[src/aacc_pkg.sv]
// Shared constants and types for the auxiliary converter control block
`default_nettype none
package aacc_pkg;
  // Register indices; the byte address is four times the index
  localparam logic [9:0] IDX_CONFIG_START = 10'h077;
  localparam logic [9:0] IDX_RESULT_HIGH = 10'h078;
  localparam logic [9:0] IDX_RESULT_LOW_STATUS = 10'h079;
  localparam logic [9:0] IDX_CONTROL = 10'h07a;

  localparam int RESULT_W = 12;
  localparam int SRC_W = 3;
  localparam int LEN_W = 2;
  localparam int DIV_W = 3;
  localparam int CYC_W = 6;
  localparam int DIV_CNT_W = 8;

  // Conversion lengths in converter clock cycles
  localparam logic [CYC_W-1:0] CONV_LEN_00 = 6'h14;
  localparam logic [CYC_W-1:0] CONV_LEN_01 = 6'h16;
  localparam logic [CYC_W-1:0] CONV_LEN_10 = 6'h1a;
  localparam logic [CYC_W-1:0] CONV_LEN_11 = 6'h22;

  // Divider ratio 256 for code zero, halving per code step
  localparam logic [DIV_CNT_W:0] DIV_MAX_RATIO = 9'h100;

  localparam logic [7:0] CONFIG_RESET = 8'h00;
  localparam logic [7:0] CONTROL_RESET = 8'h00;

  typedef struct packed {
    logic [LEN_W-1:0] conversion_length_sel;
    logic [2:0] unused;
    logic [SRC_W-1:0] source_select;
  } aacc_config_s;

  typedef struct packed {
    logic converter_clock_gate;
    logic converter_soft_reset;
    logic [2:0] unused;
    logic [DIV_W-1:0] converter_clock_divider;
  } aacc_control_s;

  typedef enum logic [1:0] {
    AACC_IDLE = 2'b00,
    AACC_CONV = 2'b01
  } aacc_state_e;

  function automatic logic [CYC_W-1:0] conv_len_m1(input logic [LEN_W-1:0] sel);
    logic [CYC_W-1:0] len;
    case (sel)
      2'h0: len = CONV_LEN_00;
      2'h1: len = CONV_LEN_01;
      2'h2: len = CONV_LEN_10;
      default: len = CONV_LEN_11;
    endcase
    return len - 6'h01;
  endfunction
endpackage
`default_nettype wire

[src/aacc_ctrl.sv]
// Auxiliary converter control, status and APB register file
`default_nettype none
// Functional notes
// - Length code gives 20/22/26/34 converter cycles
// - Source code routes selected input to converter
// - Any config register write starts a conversion
// - Result bits 11:4 read at high register
// - Result bits 3:0 in status bits 7:4
// - Done flag low while converting, high valid
// - Status bits 2:0 echo converted source code
// - Gate bit stops or runs converter clock
// - Soft reset on rising edge only
// - Divider code sets converter clock ratio
// - Ratios 256 down to 2, halving
module aacc_ctrl #(
  parameter int ADDR_W = 12
) (
  input wire logic pclk, // APB clock, 100 MHz
  input wire logic presetn, // Async reset, active low
  input wire logic psel, // APB select
  input wire logic penable, // APB enable
  input wire logic pwrite, // APB direction
  input wire logic [ADDR_W-1:0] paddr, // APB byte address
  input wire logic [31:0] pwdata, // APB write data
  output logic [31:0] prdata, // APB read data
  output logic pready, // APB ready
  output logic pslverr, // APB error on unmapped address
  input wire logic [aacc_pkg::RESULT_W-1:0] conversion_result, // Converter output pins
  output logic [aacc_pkg::SRC_W-1:0] source_select, // Input mux select
  output logic converter_clock, // Converter clock enable pulse
  output logic converter_soft_reset, // Converter reset pulse
  output logic conversion_busy // Conversion in progress
);
  aacc_pkg::aacc_config_s config_ff, nxt_config;
  aacc_pkg::aacc_control_s control_ff, nxt_control;
  aacc_pkg::aacc_state_e state_ff, nxt_state;
  logic srst_prev_ff, nxt_srst_prev;
  logic srst_pulse_ff, nxt_srst_pulse;
  logic [aacc_pkg::CYC_W-1:0] cyc_ff, nxt_cyc;
  logic [aacc_pkg::CYC_W-1:0] len_m1_ff, nxt_len_m1;
  logic [aacc_pkg::SRC_W-1:0] src_latched_ff, nxt_src_latched;
  logic [aacc_pkg::SRC_W-1:0] echo_ff, nxt_echo;
  logic [aacc_pkg::RESULT_W-1:0] result_ff, nxt_result;
  logic done_ff, nxt_done;
  logic [aacc_pkg::RESULT_W-1:0] res_sync1_ff, res_sync2_ff;
  logic [ADDR_W-3:0] word_idx;
  aacc_pkg::aacc_config_s wr_cfg;
  logic access, wr_en, start, tick, hit_cfg, hit_hi, hit_lo, hit_ctl, mapped, last_cycle;

  // APB decode; zero wait states
  assign word_idx = paddr[ADDR_W-1:2];
  assign hit_cfg = (word_idx == aacc_pkg::IDX_CONFIG_START);
  assign hit_hi = (word_idx == aacc_pkg::IDX_RESULT_HIGH);
  assign hit_lo = (word_idx == aacc_pkg::IDX_RESULT_LOW_STATUS);
  assign hit_ctl = (word_idx == aacc_pkg::IDX_CONTROL);
  assign mapped = hit_cfg || hit_hi || hit_lo || hit_ctl;
  assign access = psel && penable;
  assign pready = 1'b1;
  assign pslverr = access && !mapped;
  assign wr_en = access && pwrite && mapped;
  assign start = wr_en && hit_cfg;
  assign wr_cfg = pwdata[7:0];

  always_comb begin
    prdata = 32'h0000_0000;
    if (hit_cfg) begin
      prdata[7:0] = config_ff;
    end else if (hit_hi) begin
      prdata[7:0] = result_ff[11:4];
    end else if (hit_lo) begin
      prdata[7:0] = {result_ff[3:0], done_ff, echo_ff};
    end else if (hit_ctl) begin
      prdata[7:0] = control_ff;
    end
  end

  // Register writes and soft reset edge detect
  always_comb begin
    nxt_config = config_ff;
    nxt_control = control_ff;
    if (start) begin
      nxt_config = wr_cfg;
    end
    if (wr_en && hit_ctl) begin
      nxt_control = pwdata[7:0];
    end
    nxt_srst_prev = control_ff.converter_soft_reset;
    nxt_srst_pulse = control_ff.converter_soft_reset && !srst_prev_ff;
  end

  always_ff @(posedge pclk or negedge presetn) begin
    if (!presetn) begin
      config_ff <= aacc_pkg::CONFIG_RESET;
      control_ff <= aacc_pkg::CONTROL_RESET;
      srst_prev_ff <= 1'b0;
      srst_pulse_ff <= 1'b0;
    end else begin
      config_ff <= nxt_config;
      control_ff <= nxt_control;
      srst_prev_ff <= nxt_srst_prev;
      srst_pulse_ff <= nxt_srst_pulse;
    end
  end

  assign source_select = config_ff.source_select;
  assign converter_soft_reset = srst_pulse_ff;
  assign converter_clock = tick;
  assign conversion_busy = (state_ff == aacc_pkg::AACC_CONV);

  aacc_clk_div #(
    .DIV_W(aacc_pkg::DIV_W),
    .CNT_W(aacc_pkg::DIV_CNT_W)
  ) u_div (
    .pclk(pclk),
    .presetn(presetn),
    .enable(control_ff.converter_clock_gate),
    .restart(srst_pulse_ff),
    .div_sel(control_ff.converter_clock_divider),
    .tick(tick)
  );

  // Converter output sampled across from the analog side
  always_ff @(posedge pclk or negedge presetn) begin
    if (!presetn) begin
      res_sync1_ff <= '0;
      res_sync2_ff <= '0;
    end else begin
      res_sync1_ff <= conversion_result;
      res_sync2_ff <= res_sync1_ff;
    end
  end

  assign last_cycle = (state_ff == aacc_pkg::AACC_CONV) && tick && (cyc_ff == len_m1_ff);

  // Conversion sequencer; a new start abandons any running conversion
  always_comb begin
    nxt_state = state_ff;
    nxt_cyc = cyc_ff;
    nxt_len_m1 = len_m1_ff;
    nxt_src_latched = src_latched_ff;
    nxt_echo = echo_ff;
    nxt_result = result_ff;
    nxt_done = done_ff;
    if (start) begin
      nxt_state = aacc_pkg::AACC_CONV;
      nxt_cyc = '0;
      nxt_len_m1 = aacc_pkg::conv_len_m1(wr_cfg.conversion_length_sel);
      nxt_src_latched = wr_cfg.source_select;
      nxt_done = 1'b0;
    end else if (srst_pulse_ff) begin
      nxt_state = aacc_pkg::AACC_IDLE;
      nxt_cyc = '0;
      nxt_done = 1'b1;
    end else begin
      case (state_ff)
        aacc_pkg::AACC_IDLE: begin
          nxt_cyc = '0;
        end
        aacc_pkg::AACC_CONV: begin
          if (last_cycle) begin
            nxt_state = aacc_pkg::AACC_IDLE;
            nxt_result = res_sync2_ff;
            nxt_echo = src_latched_ff;
            nxt_done = 1'b1;
          end else if (tick) begin
            nxt_cyc = cyc_ff + 6'h01;
          end
        end
        default: begin
          nxt_state = aacc_pkg::AACC_IDLE;
        end
      endcase
    end
  end

  always_ff @(posedge pclk or negedge presetn) begin
    if (!presetn) begin
      state_ff <= aacc_pkg::AACC_IDLE;
      cyc_ff <= '0;
      len_m1_ff <= '0;
      src_latched_ff <= '0;
      echo_ff <= '0;
      result_ff <= '0;
      done_ff <= 1'b1;
    end else begin
      state_ff <= nxt_state;
      cyc_ff <= nxt_cyc;
      len_m1_ff <= nxt_len_m1;
      src_latched_ff <= nxt_src_latched;
      echo_ff <= nxt_echo;
      result_ff <= nxt_result;
      done_ff <= nxt_done;
    end
  end
endmodule
`default_nettype wire

[src/aacc_clk_div.sv]
// Converter clock divider producing a one-cycle enable pulse
`default_nettype none
module aacc_clk_div #(
  parameter int DIV_W = 3,
  parameter int CNT_W = 8
) (
  input wire logic pclk, // Main clock
  input wire logic presetn, // Async reset, active low
  input wire logic enable, // Clock gate
  input wire logic restart, // Restart the count
  input wire logic [DIV_W-1:0] div_sel, // Ratio code
  output logic tick // Converter clock enable pulse
);
  logic [CNT_W-1:0] cnt_ff;
  logic [CNT_W-1:0] nxt_cnt;
  logic [CNT_W:0] ratio;
  logic [CNT_W-1:0] ratio_m1;

  assign ratio = aacc_pkg::DIV_MAX_RATIO >> div_sel;
  assign ratio_m1 = CNT_W'(ratio - (CNT_W+1)'(1));
  assign tick = enable && (cnt_ff >= ratio_m1);

  always_comb begin
    if (restart || !enable || tick) begin
      nxt_cnt = '0;
    end else begin
      nxt_cnt = cnt_ff + CNT_W'(1);
    end
  end

  always_ff @(posedge pclk or negedge presetn) begin
    if (!presetn) begin
      cnt_ff <= '0;
    end else begin
      cnt_ff <= nxt_cnt;
    end
  end
endmodule
`default_nettype wire

[config.mk]
export PLATFORM = sky130hd
export DESIGN_NAME = aacc_ctrl
export DESIGN_NICKNAME = d
export VERILOG_FILES = /design/src/aacc_pkg.sv /design/src/aacc_ctrl.sv /design/src/aacc_clk_div.sv
export SDC_FILE = /design/constraint.sdc
export NUM_CORES = 1
export LEC_CHECK = 0
export BUFFER_PORTS_ARGS = -buffer_cell sky130_fd_sc_hd__buf_4
export CAP_MARGIN = 10
export CORE_MARGIN = 2
export CORE_UTILIZATION = 45
export CTS_CLUSTER_SIZE = 28
export DETAILED_ROUTE_END_ITERATION = 8
export PLACE_DENSITY = 0.7
export SYNTH_ARGS = -nofsm -noshare
export SYNTH_HDL_FRONTEND = slang
export SYNTH_HIERARCHICAL = 1
export SYNTH_SLANG_ARGS = --single-unit
[constraint.sdc]
create_clock -name pclk -period 3.67 [get_ports pclk]
set_clock_uncertainty 0.15 [all_clocks]
set_input_delay 0.734 -clock pclk [delete_from_list [all_inputs] [get_ports pclk]]
set_output_delay 0.734 -clock pclk [all_outputs]
set_load 0.05 [all_outputs]
== Word-level counts from Yosys, hierarchy flattened ==
Cells that the tools add are included.

* Add/subtract/negate cells: 4
* Magnitude comparators: 1
* Eq/ne operators: 12
* Shift operators: 1
* Multiplexer cells: 20
* Bitwise logic cells: 2
* Reductions and logical operators: 27

{| class="wikitable"
|+ Operator list
! cell !! count
|-
| == test 10 x 7 -> 1 bit, second input constant || 4
|-
| 2-to-1 mux 8 bit || 5
|-
| 2-to-1 mux 6 bit || 5
|-
| case mux 6 bit (3 select lines) || 1
|-
| case mux 6 bit (2 select lines) || 1
|-
| logical AND 1 bit || 10
|-
| right shift 9 x 3 -> 8 bit, first input constant || 1
|-
| adder 8 x 1 -> 8 bit, second input constant || 1
|-
| >= comparator 8 bit || 1
|-
| inequality test 4 x 1 -> 1 bit, second input constant || 2
|-
| subtractor 8 x 1 -> 8 bit, second input constant || 1
|-
| adder 6 x 1 -> 6 bit, second input constant || 1
|-
| == test 6 bit || 1
|-
| 2-to-1 mux 2 bit || 3
|-
| nonzero test 3 bit || 2
|-
| subtractor 6 x 1 -> 6 bit, second input constant || 1
|-
| logical OR 1 bit || 5
|-
| == test 2 x 1 -> 1 bit, second input constant || 2
|-
| logical NOT 2 bit || 2
|-
| 2-to-1 mux 1 bit || 4
|-
| inequality test 4 bit, second input constant || 1
|-
| case mux 2 bit (2 select lines) || 1
|-
| AND reduction 2 bit || 2
|-
| AND reduction 4 bit || 1
|-
| other kinds (6) || 9
|}

* Register bits after elaboration: 80
* Input port bits: 61
* Logic and storage cells: 85

== Longest topological paths before layout ==
Gate-level depths: netlist of the first run.

* Word-level depth: 10
* Depth in mapped cells: 11
* Depth with buffers taken out: 10

== Hierarchy ==
The synthesis of the first run kept the hierarchy.

{| class="wikitable"
|+ Modules (own cells, without submodules)
! module !! instances !! cells an instance !! area an instance (um^2) !! seq. area each (um^2)
|-
| aacc_ctrl || 1 || 247 || 3196.8 || 1778.0
|-
| aacc_clk_div || 1 || 55 || 541.8 || 200.2
|}

== Worst setup path before layout of the first run ==
Ideal clock, no wire load.

* Path kind: flip-flop to flip-flop
* Start: register control_ff[1] (netlist name)
* End: register echo_ff[2] (netlist name)
* Setup time: 0.125 ns
* Arrival time: 3.567 ns
* Setup slack: -0.172 ns
* Cell stages (with the launch flop): 12
* Clock period less this slack: 3.842 ns
* Path through: dfrtp_1 > or3_1 > ha_1 > and3_4 > a221o_1 > a31oi_1 > nor2b_1 > nand2_1 > nor4_4 > nand4_2 > buf_6 > mux2_4

* Cells in the longest elaborated chain, start to end: 7

{| class="wikitable"
|+ Ends and longest elaborated chain
! item !! line !! text
|-
| start, declared || aacc_ctrl.sv:35 || <nowiki>aacc_pkg::aacc_control_s control_ff, nxt_control;</nowiki>
|-
| start signal, assigned || aacc_ctrl.sv:94 || <nowiki>control_ff <= aacc_pkg::CONTROL_RESET;</nowiki>
|-
| start signal, assigned || aacc_ctrl.sv:99 || <nowiki>control_ff <= nxt_control;</nowiki>
|-
| right shift 9 x 3 -> 8 bit || aacc_clk_div.sv:19 || <nowiki>assign ratio = aacc_pkg::DIV_MAX_RATIO >> div_sel;</nowiki>
|-
| subtractor 8 x 1 -> 8 bit || aacc_clk_div.sv:20 || <nowiki>assign ratio_m1 = CNT_W'(ratio - (CNT_W+1)'(1));</nowiki>
|-
| >= comparator 8 bit || aacc_clk_div.sv:21 || <nowiki>assign tick = enable && (cnt_ff >= ratio_m1);</nowiki>
|-
| logical AND 1 bit || aacc_clk_div.sv:21 ||
|-
| net converter_clock || aacc_ctrl.sv:30 || <nowiki>output logic converter_clock,</nowiki>
|-
| logical AND 1 bit (2 in a row) || aacc_ctrl.sv:133 || <nowiki>assign last_cycle = (state_ff == aacc_pkg::AACC_CONV) && tick && (cyc_ff == len_m1_ff);</nowiki>
|-
| AND reduction 4 bit (no source line) || n/a ||
|-
| end signal, assigned || aacc_ctrl.sv:190 || <nowiki>echo_ff <= nxt_echo;</nowiki>
|-
| end, declared || aacc_ctrl.sv:42 || <nowiki>logic [aacc_pkg::SRC_W-1:0] echo_ff, nxt_echo;</nowiki>
|}

The timed path passes the listed nets, and every way through them passes these cells.
A chain may end at the register's enable or synchronous reset.

== Worst setup path in the final report of the first run ==
* Start: register control_ff[1] (netlist name)
* End: output converter_clock

* Cells in the longest elaborated chain, start to end: 4

{| class="wikitable"
|+ Ends and longest elaborated chain
! item !! line
|-
| right shift 9 x 3 -> 8 bit || aacc_clk_div.sv:19
|-
| subtractor 8 x 1 -> 8 bit || aacc_clk_div.sv:20
|-
| >= comparator 8 bit || aacc_clk_div.sv:21
|-
| logical AND 1 bit || aacc_clk_div.sv:21
|-
| end, declared || aacc_ctrl.sv:30
|}

Every way passes these cells.

==> metrics.md, run 1 <==
| Metric | Value |
|---|---|
| Latest clock arrival within the worst-skew pair | `between 0.3 and 0.4 ns` |
| Post-CTS Hold Buffers | `0` |
| DP HPWL | `between 4000 and 5000 um` |
| IO buf count | `between 40 and 50` |
| Crit path required time | `around 2.8 ns` |
| DR WL/cell | `roughly 14 um` |
| Post-synthesis cell area | `between 0.003 and 0.004 mm2` |
| Worst-path fanout max | `8` |
| Initial core utilization | `a little under half` |
| Status | `complete, no violations` |
| Pre-Repair DR Iteration Count | `5` |
| Core region area | `between 0.008 and 0.009 mm2` |
| Total Power | `roughly 1.7 mW` |
| Yosys warns | `6` |
| Worst-case reg-to-reg path depth | `11` |
| Die Width | `95.15 um` |
| Top-count cell post-synth | `dfrtp_1` |
| Reg area | `between 0.0015 and 0.002 mm2` |
| Worst path arrival time | `2.57 ns` |
| Fin area | `0.004317 mm2` |
| Finished Core Util | `a little over half` |
| Io pins | `about 100` |
| Synth-to-Final Area Change | `15.46%` |
| RSZ-0062 raised after global routing | `no` |
| Fraction of layout cells with a size suffix above 1 | `between 30% and 40%` |
| DIE AREA | `just over 0.009 mm2` |
| Max Transition Viols Final | `0` |
| First-pass GRT wire length | `around 12000 um` |
| Post-cts repair resize count | `0` |
| Worst-margin pin slew | `around 0.97 ns` |
| Vias | `roughly 2400` |
| Post-synth top cells | `dfrtp_1, buf_4, mux2_2` |
| Final setup vio count | `0` |
| VDD IR-drop max | `approximately 250 uV` |
| Sequential share of the synthesized area | `a little over half` |
| Ys async rst share | `100.0%` |
| Worst setup SP type | `flip-flop` |
| Std cell rows | `33` |
| Clk slew on worst S/H paths | `approximately 0.090 ns` |
| Tmin final | `between 3 and 4 ns` |
| Synth top area share | `52.21%` |
| Routed Antenna Nets | `0` |
| Psw | `between 400 and 500 uW` |
| Tightest Hold Check Type | `flip-flop to flip-flop` |
| P per Cell Area | `between 300 and 400 mW/mm2` |
| Gpl congestion | `roughly 0.8` |
| Cell leakage power | `2.166 nW` |
| Hold Violations, Final | `0` |
| Netlist cell types | `just under 50` |
| GRT Total Usage | `about 16%` |
| Ys flop type | `dfrtp_1` |
| CTS tree | `done` |
| N_diodes | `0` |
| # fillers | `between 700 and 800` |
| # Post-CTS Setup Buffers | `0` |
| Largest net degree at the start of global routing | `80` |
| Initial DRC count | `between 90 and 100` |
| TritonCTS Buffers | `9` |
| Sw frac | `25.93%` |
| Reg power frac | `a little over half` |
| Worst hold path stage count | `0` |
| Worst hold margin | `between 0.2 and 0.25 ns` |
| Clock Power Share | `approximately 39%` |
| EDFF count, synth | `0` |
| Setup TNS | `0 ns` |
| Clock Path Buffers | `2` |
| H-tree Lvls | `3` |
| Pint | `~1.2 mW` |
| Area occupied by multi-input gates | `~0.0016 mm2` |
| Syn_area_per_cell | `12.38 um2` |
| Register bit count reported by yosys | `about 80` |
| Final net count | `about 420` |
| Synth area leader | `dfrtp_1` |
| Vias in the first global route | `between 2000 and 2500` |
| Total of max-cap violations | `0` |
| CP Class | `flip-flop to output pin` |
| Syn Inst Count | `about 300` |
| Crit. End Element | `output pin` |
| Combinational fraction of design power | `approximately 7.8%` |
| Clk Tree Root Cell | `clkbuf_8` |
| Via/cell ratio | `5.197` |
| Slew headroom | `around a third` |
| TritonCTS Sinks | `approximately 80` |
| Initial antenna violation count | `0` |
| Synth top area cells | `dfrtp_1, mux2_2, buf_4` |
| Drt total wl | `roughly 6700 um` |
| Die Y-Extent | `around 95 um` |
| Post-DP Area | `0.004113 mm2` |
| GRT overflow | `0` |
| Final period utilization | `a little over nine tenths` |
| Fmax | `0.2896 GHz` |
| Post-route DRC | `0` |
[critical path: stages (launching register included)]
cell and delay, ns:
dfrtp_1 0.47, or3_1 0.40, ha_1 0.30, and3_4 0.18
a221o_1 0.35, a31oi_1 0.19, nor2b_2 0.12, buf_4 0.21
[cell usage in the layout (no fill, tap or decap), drive strengths merged, types with 11 or more instances in the layout]
master,count
buf,56
xor2,11
mux2,32
nor2,11
dfrtp,78
conb,25
nand2,14
nand3,13
[per-layer routing]
metal | global-route usage (%) | vias up | wire, um
li1 | - | 1126 | -
met1 | 21.22 | 1207 | 2988
met2 | 26.76 | 67 | 3323
met3 | 4.111 | 6 | 314
met4 | 5.797 | 0 | 60
met5 | 0 | - | 0
[power groups by stage]
stage	clock network (mW)	registers [mW]	logic, mW
6_report	0.653	0.888	0.130
5_1_grt	0.702	0.890	0.141
2_1_floorplan	0	0.905	0.0948
3_5_place_dp	0	0.906	0.131
4_1_cts	0.670	0.889	0.131
3_3_place_gp	0	0.905	0.130
[sequential cells by signal (all words and copies together) (netlist names)]
register	count
srst_prev_ff	1
src_latched_ff	3
res_sync2_ff	12
converter_soft_reset	1
nxt_srst_prev	1
cyc_ff	6
control_ff	7
len_m1_ff	6
state_ff	1
u_div/cnt_ff	8
res_sync1_ff	12
echo_ff	3
config_ff	5
done_ff	1
result_ff	12
[area by class of cell]
cell class              count  share of cell area, %
inverters                   1                0.08696
well taps                 105                  3.043
repair buffers             56                  9.739
multi-input cells         206                  36.58
flip-flops and latches     79                  45.83
clock buffers               9                  2.870
clock inverters             7                  1.855
[per-stage QoR]
step	setup slack [ns]	std cells
global placement	0.5326	447
finish	0.2166	463
global route	0.06960	463
detailed placement	0.4554	447
floorplan	0.1955	325
CTS	0.2162	463
[kinds of logic after synthesis]
kind of cell / share of synthesized area [%]
xor+xnor: 2.811
fa+ha+maj: 3.012
simple gates: 12.55
buf+inv: 7.229
compound gates: 8.769
other cells: 0.2009
flops: 52.91
mux: 12.52
[path summary, 6_finish.rpt]
check,endpoint,slack (ns),start
max,converter_clock,0.22,control_ff[1]$_DFFE_PN0P_
min,res_sync2_ff[2]$_DFF_PN0_,0.20,res_sync1_ff[2]$_DFF_PN0_
max reg2reg,cyc_ff[0]$_DFFE_PN0P_,0.45,control_ff[1]$_DFFE_PN0P_
min reg2reg,res_sync2_ff[2]$_DFF_PN0_,0.20,res_sync1_ff[2]$_DFF_PN0_
max in group asynchronous,result_ff[3]$_DFFE_PN0P_,2.35,presetn
min in group asynchronous,res_sync1_ff[2]$_DFF_PN0_,0.38,presetn
Note: power is estimated with default switching activity, not from simulation.
==> run 2, diff against run 1 <==
--- a/config.mk
+++ b/config.mk
@@ -7,11 +7,14 @@
 export LEC_CHECK = 0
 export BUFFER_PORTS_ARGS = -buffer_cell sky130_fd_sc_hd__buf_4
 export CAP_MARGIN = 10
+export CELL_PAD_IN_SITES_DETAIL_PLACEMENT = 0
+export CELL_PAD_IN_SITES_GLOBAL_PLACEMENT = 1
 export CORE_MARGIN = 2
-export CORE_UTILIZATION = 45
+export CORE_UTILIZATION = 41
 export CTS_CLUSTER_SIZE = 28
 export DETAILED_ROUTE_END_ITERATION = 8
-export PLACE_DENSITY = 0.7
+export HOLD_SLACK_MARGIN = 0.12
+export PLACE_DENSITY_LB_ADDON = 0.1
 export SYNTH_ARGS = -nofsm -noshare
 export SYNTH_HDL_FRONTEND = slang
 export SYNTH_HIERARCHICAL = 1
==> metrics.md, run 2 (synthesis gave the netlist of run 1 again) <==
| Metric | Value |
|---|---|
| Std cell rows | `34` |
| Tmin final | `between 3 and 4 ns` |
| Io pins | `roughly 100` |
| Post-CTS Hold Buffers | `0` |
| Initial core utilization | `between 40% and 50%` |
| TritonCTS Buffers | `9` |
| Crit. End Element | `output pin` |
| Initial DRC count | `84` |
| Pre-CTS setup slack | `~0.51 ns` |
| Most common cell after layout, fill and taps aside | `dfrtp_1` |
| Pre-Repair DR Iteration Count | `4` |
| CP peak stage delay | `0.47 ns` |
| CP Capture Point | `converter_clock` |
| # fillers | `818` |
| Worst-margin pin slew | `approximately 0.98 ns` |
| Worst-path fanout max | `8` |
| Latest clock arrival within the worst-skew pair | `approximately 0.34 ns` |
| Crit path required time | `~2.8 ns` |
| Fraction of layout cells with a size suffix above 1 | `between 30% and 40%` |
| Worst path arrival time | `around 2.5 ns` |
| H-tree Lvls | `3` |
| N_diodes | `0` |
| CP Launch Point | `control_ff[1]$_DFFE_PN0P_` |
| Final net count | `between 400 and 500` |
| Worst setup SP type | `flip-flop` |
| R2r startpoint | `control_ff[1]$_DFFE_PN0P_` |
| Vias | `about 2300` |
| Tightest Hold Check Type | `flip-flop to flip-flop` |
| Setup ws final | `between 0.2 and 0.3 ns` |
| Crit path max-delay cell type | `dfrtp_1` |
| GRT overflow | `0` |
| Slew headroom | `34.92%` |
| Cell Chain, Critical Path | `or3_1 -> ha_1 -> and3_4 -> a221o_1 -> a31oi_1 -> nor2b_2 -> buf_4` |
| Hold Violations, Final | `0` |
| P per Cell Area | `374.8 mW/mm2` |
| TritonCTS Sinks | `79` |
| Setup TNS | `0 ns` |
| Fmax | `about 0.29 GHz` |
| Post-route DRC | `0` |
| Die Width | `between 90 and 100 um` |
| Die Y-Extent | `99.49 um` |
| Gpl congestion | `about 0.70` |
| RSZ-0062 raised after global routing | `no` |
| Routed Antenna Nets | `0` |
| Final period utilization | `about 93%` |
| Largest net degree at the start of global routing | `80` |
| Worst-case reg-to-reg path depth | `11` |
| R2R setup slack | `~0.52 ns` |
| # Post-CTS Setup Buffers | `0` |
| Total of max-cap violations | `0` |
| Synth-to-Final Area Change | `15.23%` |
| Commonest non-fill, non-tap cells in the layout | `dfrtp_1, buf_4, conb_1` |
| Via/cell ratio | `around 5.0` |
| DIE AREA | `just under 0.01 mm2` |
| Max Transition Viols Final | `0` |
| Core region area | `~0.0088 mm2` |
| Post-cts repair resize count | `0` |
| Clock Path Buffers | `2` |
| Status | `complete, no violations` |
| CP Class | `flip-flop to output pin` |
| Initial antenna violation count | `0` |
| VDD IR-drop max | `roughly 250 uV` |
| Cell leakage power | `2.163 nW` |
| Clk Tree Root Cell | `clkbuf_8` |
| Vias in the first global route | `2255` |
| Drt total wl | `between 6000 and 7000 um` |
| Final setup vio count | `0` |
| Worst r2r dst | `cyc_ff[0]$_DFFE_PN0P_` |
| Clk slew on worst S/H paths | `0.08 ns` |
| DP HPWL | `about 4700 um` |
| DR WL/cell | `around 15 um` |
| Total Power | `1.615 mW` |
| Worst hold margin | `about 0.2 ns` |
| IO buf count | `around 50` |
| GRT Total Usage | `14.74%` |
| First-pass GRT wire length | `11450 um` |
| Largest registers | `res_sync1_ff: 12 flops, res_sync2_ff: 12 flops, result_ff: 12 flops` |
| CTS tree | `done` |
[run 2: power breakdown]
part	leakage (nW)	switching (mW)	total (mW)	internal [mW]
Clock	0.0890	0.311	0.595	0.284
Combinational	1.03	0.0973	0.131	0.0334
Sequential	1.04	0.00416	0.889	0.884
Total	2.16	0.412	1.61	1.20
[run 2: metrics by stage]
step,instances,utilization [%],cell area [um2]
2_1_floorplan,325,-,3827
3_3_place_gp,451,47.06,4124
3_5_place_dp,451,47.06,4124
4_1_cts,467,49.16,4308
5_1_grt,467,49.16,4308
6_report,467,49.16,4308
[run 2: worst min path at each step]
| stage | start | endpoint | slack (ns) | cells after the start |
|---|---|---|---|---|
| CTS | res_sync1_ff[0]$_DFF_PN0_ | res_sync2_ff[0]$_DFF_PN0_ | 0.20 | 0 |
| floorplan | res_sync1_ff[0]$_DFF_PN0_ | res_sync2_ff[0]$_DFF_PN0_ | 0.18 | 0 |
| detailed placement | res_sync1_ff[7]$_DFF_PN0_ | res_sync2_ff[7]$_DFF_PN0_ | 0.18 | 0 |
| global route | res_sync1_ff[0]$_DFF_PN0_ | res_sync2_ff[0]$_DFF_PN0_ | 0.21 | 0 |
| global placement | res_sync1_ff[8]$_DFF_PN0_ | res_sync2_ff[8]$_DFF_PN0_ | 0.18 | 0 |
| finish | res_sync1_ff[0]$_DFF_PN0_ | res_sync2_ff[0]$_DFF_PN0_ | 0.20 | 0 |
[run 2: worst max-delay path, delay by kind of cell (launching register included)]
kind	cells	cell delay, ns
simple gates	3	0.69
compound gates	2	0.52
fa+ha+maj	1	0.30
buf+inv	1	0.20
flops	1	0.47
[run 2: per-layer routing]
layer / track usage [%] / up-vias / wire length, um
met2: 21.93 / 50 / 3284
met1: 21.11 / 1154 / 3182
li1: - / 1123 / -
met5: 0 / - / 0
met4: 6.006 / 0 / 76
met3: 3.022 / 5 / 263
[run 2: final cells by class]
type / instances / area [um2] / area share, %
Clock buffer: 12 / 155.1 / 3.602
Clock inverter: 4 / 28.78 / 0.6680
Inverter: 1 / 3.754 / 0.08713
Multi-Input combinational cell: 206 / 1579 / 36.65
Sequential cell: 79 / 1978 / 45.92
Tap cell: 108 / 135.1 / 3.137
Timing Repair Buffer: 57 / 427.9 / 9.933
==> run 3, diff against run 2 <==
--- a/config.mk
+++ b/config.mk
@@ -17,5 +17,4 @@
 export PLACE_DENSITY_LB_ADDON = 0.1
 export SYNTH_ARGS = -nofsm -noshare
 export SYNTH_HDL_FRONTEND = slang
-export SYNTH_HIERARCHICAL = 1
 export SYNTH_SLANG_ARGS = --single-unit
==> metrics.md, run 3 <==
| Metric | Value |
|---|---|
| Register bit count reported by yosys | `79` |
| Met2 Use GR | `about a quarter` |
| Post-DP Area | `about 0.004 mm2` |
| DR WL/cell | `~14 um` |
| Worst-path fanout max | `8` |
| First-pass GRT wire length | `11720 um` |
| Post-cts repair resize count | `0` |
| Met3 Usage GRT | `4.184%` |
| Routed Antenna Nets | `0` |
| Fmax | `a little under 0.3 GHz` |
| GR peak layer | `met2` |
| N_diodes | `0` |
| Most common cell after layout, fill and taps aside | `dfrtp_1` |
| DIE AREA | `just under 0.01 mm2` |
| Met1 Use GR | `between 10% and 20%` |
| Sequential share of the synthesized area | `about 53%` |
| RSZ-0062 raised after global routing | `no` |
| Final setup vio count | `0` |
| Latest clock arrival within the worst-skew pair | `about 0.36 ns` |
| Setup ws final | `around 0.3 ns` |
| TritonCTS Sinks | `between 70 and 80` |
| Pre-Repair DR Iteration Count | `4` |
| # Post-CTS Setup Buffers | `0` |
| Slew headroom | `between 30% and 40%` |
| Initial core utilization | `42.28%` |
| Initial antenna violation count | `0` |
| Yosys warns | `0` |
| Status | `complete, no violations` |
| Clock Path Buffers | `2` |
| EDFF count, synth | `0` |
| Fin area | `around 0.0043 mm2` |
| Max Transition Viols Final | `0` |
| Finished Core Util | `48.74%` |
| Largest net degree at the start of global routing | `80` |
| Tmin final | `between 3 and 4 ns` |
| Post-route DRC | `0` |
| Post-CTS Hold Buffers | `0` |
| Syn Inst Count | `320` |
| Hold Violations, Final | `0` |
| Vias in the first global route | `between 2000 and 2500` |
| Syn_area_per_cell | `roughly 12 um2` |
| P per Cell Area | `around 450 mW/mm2` |
| Synth top area share | `approximately 53%` |
| Die Y-Extent | `between 90 and 100 um` |
| Std cell rows | `34` |
| Crit path required time | `approximately 2.8 ns` |
| Core region area | `just under 0.009 mm2` |
| Final net count | `439` |
| Post-synth top cells | `dfrtp_1, nand2_1, buf_4` |
| Initial DRC count | `75` |
| Crit. End Element | `output pin` |
| Fraction of layout cells with a size suffix above 1 | `~28%` |
| Largest registers | `res_sync1_ff: 12 flops, res_sync2_ff: 12 flops, result_ff: 12 flops` |
| Worst path arrival time | `~2.5 ns` |
| CP peak stage delay | `between 0.4 and 0.5 ns` |
| Total of max-cap violations | `0` |
| VDD IR-drop max | `about 220 uV` |
| Drt total wl | `~6900 um` |
| TritonCTS Buffers | `9` |
| CP top delay family | `simple AND/OR/NAND/NOR gates` |
| Setup TNS | `0 ns` |
| Crit path max-delay cell type | `dfrtp_1` |
| Synth top area cells | `dfrtp_1, buf_4, mux2_4` |
| Vias | `2369` |
| IO buf count | `between 40 and 50` |
| Final period utilization | `between 90% and 100%` |
| Netlist cell types | `50` |
| Tightest Hold Check Type | `flip-flop to flip-flop` |
| GRT Total Usage | `15.23%` |
| Cell leakage power | `~2.1 nW` |
| Buf/Inv on CP | `2` |
| GRT overflow | `0` |
| Via/cell ratio | `4.915` |
| Ys flop type | `dfrtp_1` |
| Die Width | `just under 100 um` |
| Worst hold margin | `0.2038 ns` |
| Io pins | `about 100` |
| Post-synthesis cell area | `0.003705 mm2` |
| Worst-margin pin slew | `0.9716 ns` |
| Clk slew on worst S/H paths | `~0.090 ns` |
| Gpl congestion | `~0.74` |
| Clk Tree Root Cell | `clkbuf_8` |
| Ys async rst share | `between 90% and 100%` |
| CTS tree | `done` |
| Cell Chain, Critical Path | `or3_1 -> ha_1 -> and2_1 -> a221o_1 -> a32oi_2 -> inv_2 -> buf_4` |
| DP HPWL | `4842 um` |
| CP Class | `flip-flop to output pin` |
| Synth area leader | `dfrtp_1` |
| Commonest non-fill, non-tap cells in the layout | `dfrtp_1, buf_4, nand2_1` |
| Top-count cell post-synth | `dfrtp_1` |
| # fillers | `a little over 800` |
| Worst setup SP type | `flip-flop` |
| Synth-to-Final Area Change | `15.30%` |
| Pre-CTS setup slack | `0.3604 ns` |
| H-tree Lvls | `3` |
[run 3: metrics by stage]
stage | std cells | power, mW
after floorplan | 343 | 1.177
after global placement | 466 | 1.244
after detailed placement | 466 | 1.246
after CTS | 482 | 1.949
after global routing | 482 | 2.016
final | 482 | 1.916
[run 3: final cells by class]
cell class              instances  area, um2  share of cell area (%)
clock buffers                   9      123.9                   2.900
multi-input cells             223       1536                   35.97
clock inverters                 7      85.08                   1.992
repair buffers                 54      405.4                   9.490
flip-flops and latches         79       1978                   46.31
well taps                     108      135.1                   3.163
inverters                       2      7.507                  0.1757
[run 3: logic make-up (layout without fill, tap and decap cells)]
family                     after synthesis  in the layout  synth area share [%]
muxes                                   31             31                 10.17
and+or+nand+nor                         95             95                 13.48
xor gates and xnor gates                12             12                 2.837
other                                    2             25                0.2027
buffers and inverters                   41             72                 7.463
DFF                                     79             79                 53.39
AOI/OAI and AO/OA                       51             51                 9.423
adders and majority gates                9              9                 3.040
[run 3: path summary, 6_finish.rpt]
| check | slack, ns | endpoint | cells after the start | start |
|---|---|---|---|---|
| setup reg to reg | 0.77 | echo_ff[1]$_DFFE_PN0P_ | 9 | control_ff[1]$_DFFE_PN0P_ |
| min in group asynchronous | 0.35 | len_m1_ff[5]$_DFFE_PN0P_ | 1 | presetn |
| hold / removal | 0.20 | res_sync2_ff[11]$_DFF_PN0_ | 0 | res_sync1_ff[11]$_DFF_PN0_ |
| max in group asynchronous | 2.36 | src_latched_ff[1]$_DFFE_PN0P_ | 1 | presetn |
| hold reg to reg | 0.20 | res_sync2_ff[11]$_DFF_PN0_ | 0 | res_sync1_ff[11]$_DFF_PN0_ |
| setup / recovery | 0.30 | converter_clock | 7 | control_ff[1]$_DFFE_PN0P_ |
[run 3: metal layers]
metal	wire length [um]	vias up
met5	0	-
met4	114	0
met3	279	9
met2	3318	50
met1	3161	1150
li1	-	1160
[run 3: power by group]
part | switching [mW] | internal [mW] | total (mW)
combinational | 0.158 | 0.0954 | 0.254
sequential | 0.0503 | 0.920 | 0.970
clock | 0.361 | 0.330 | 0.692
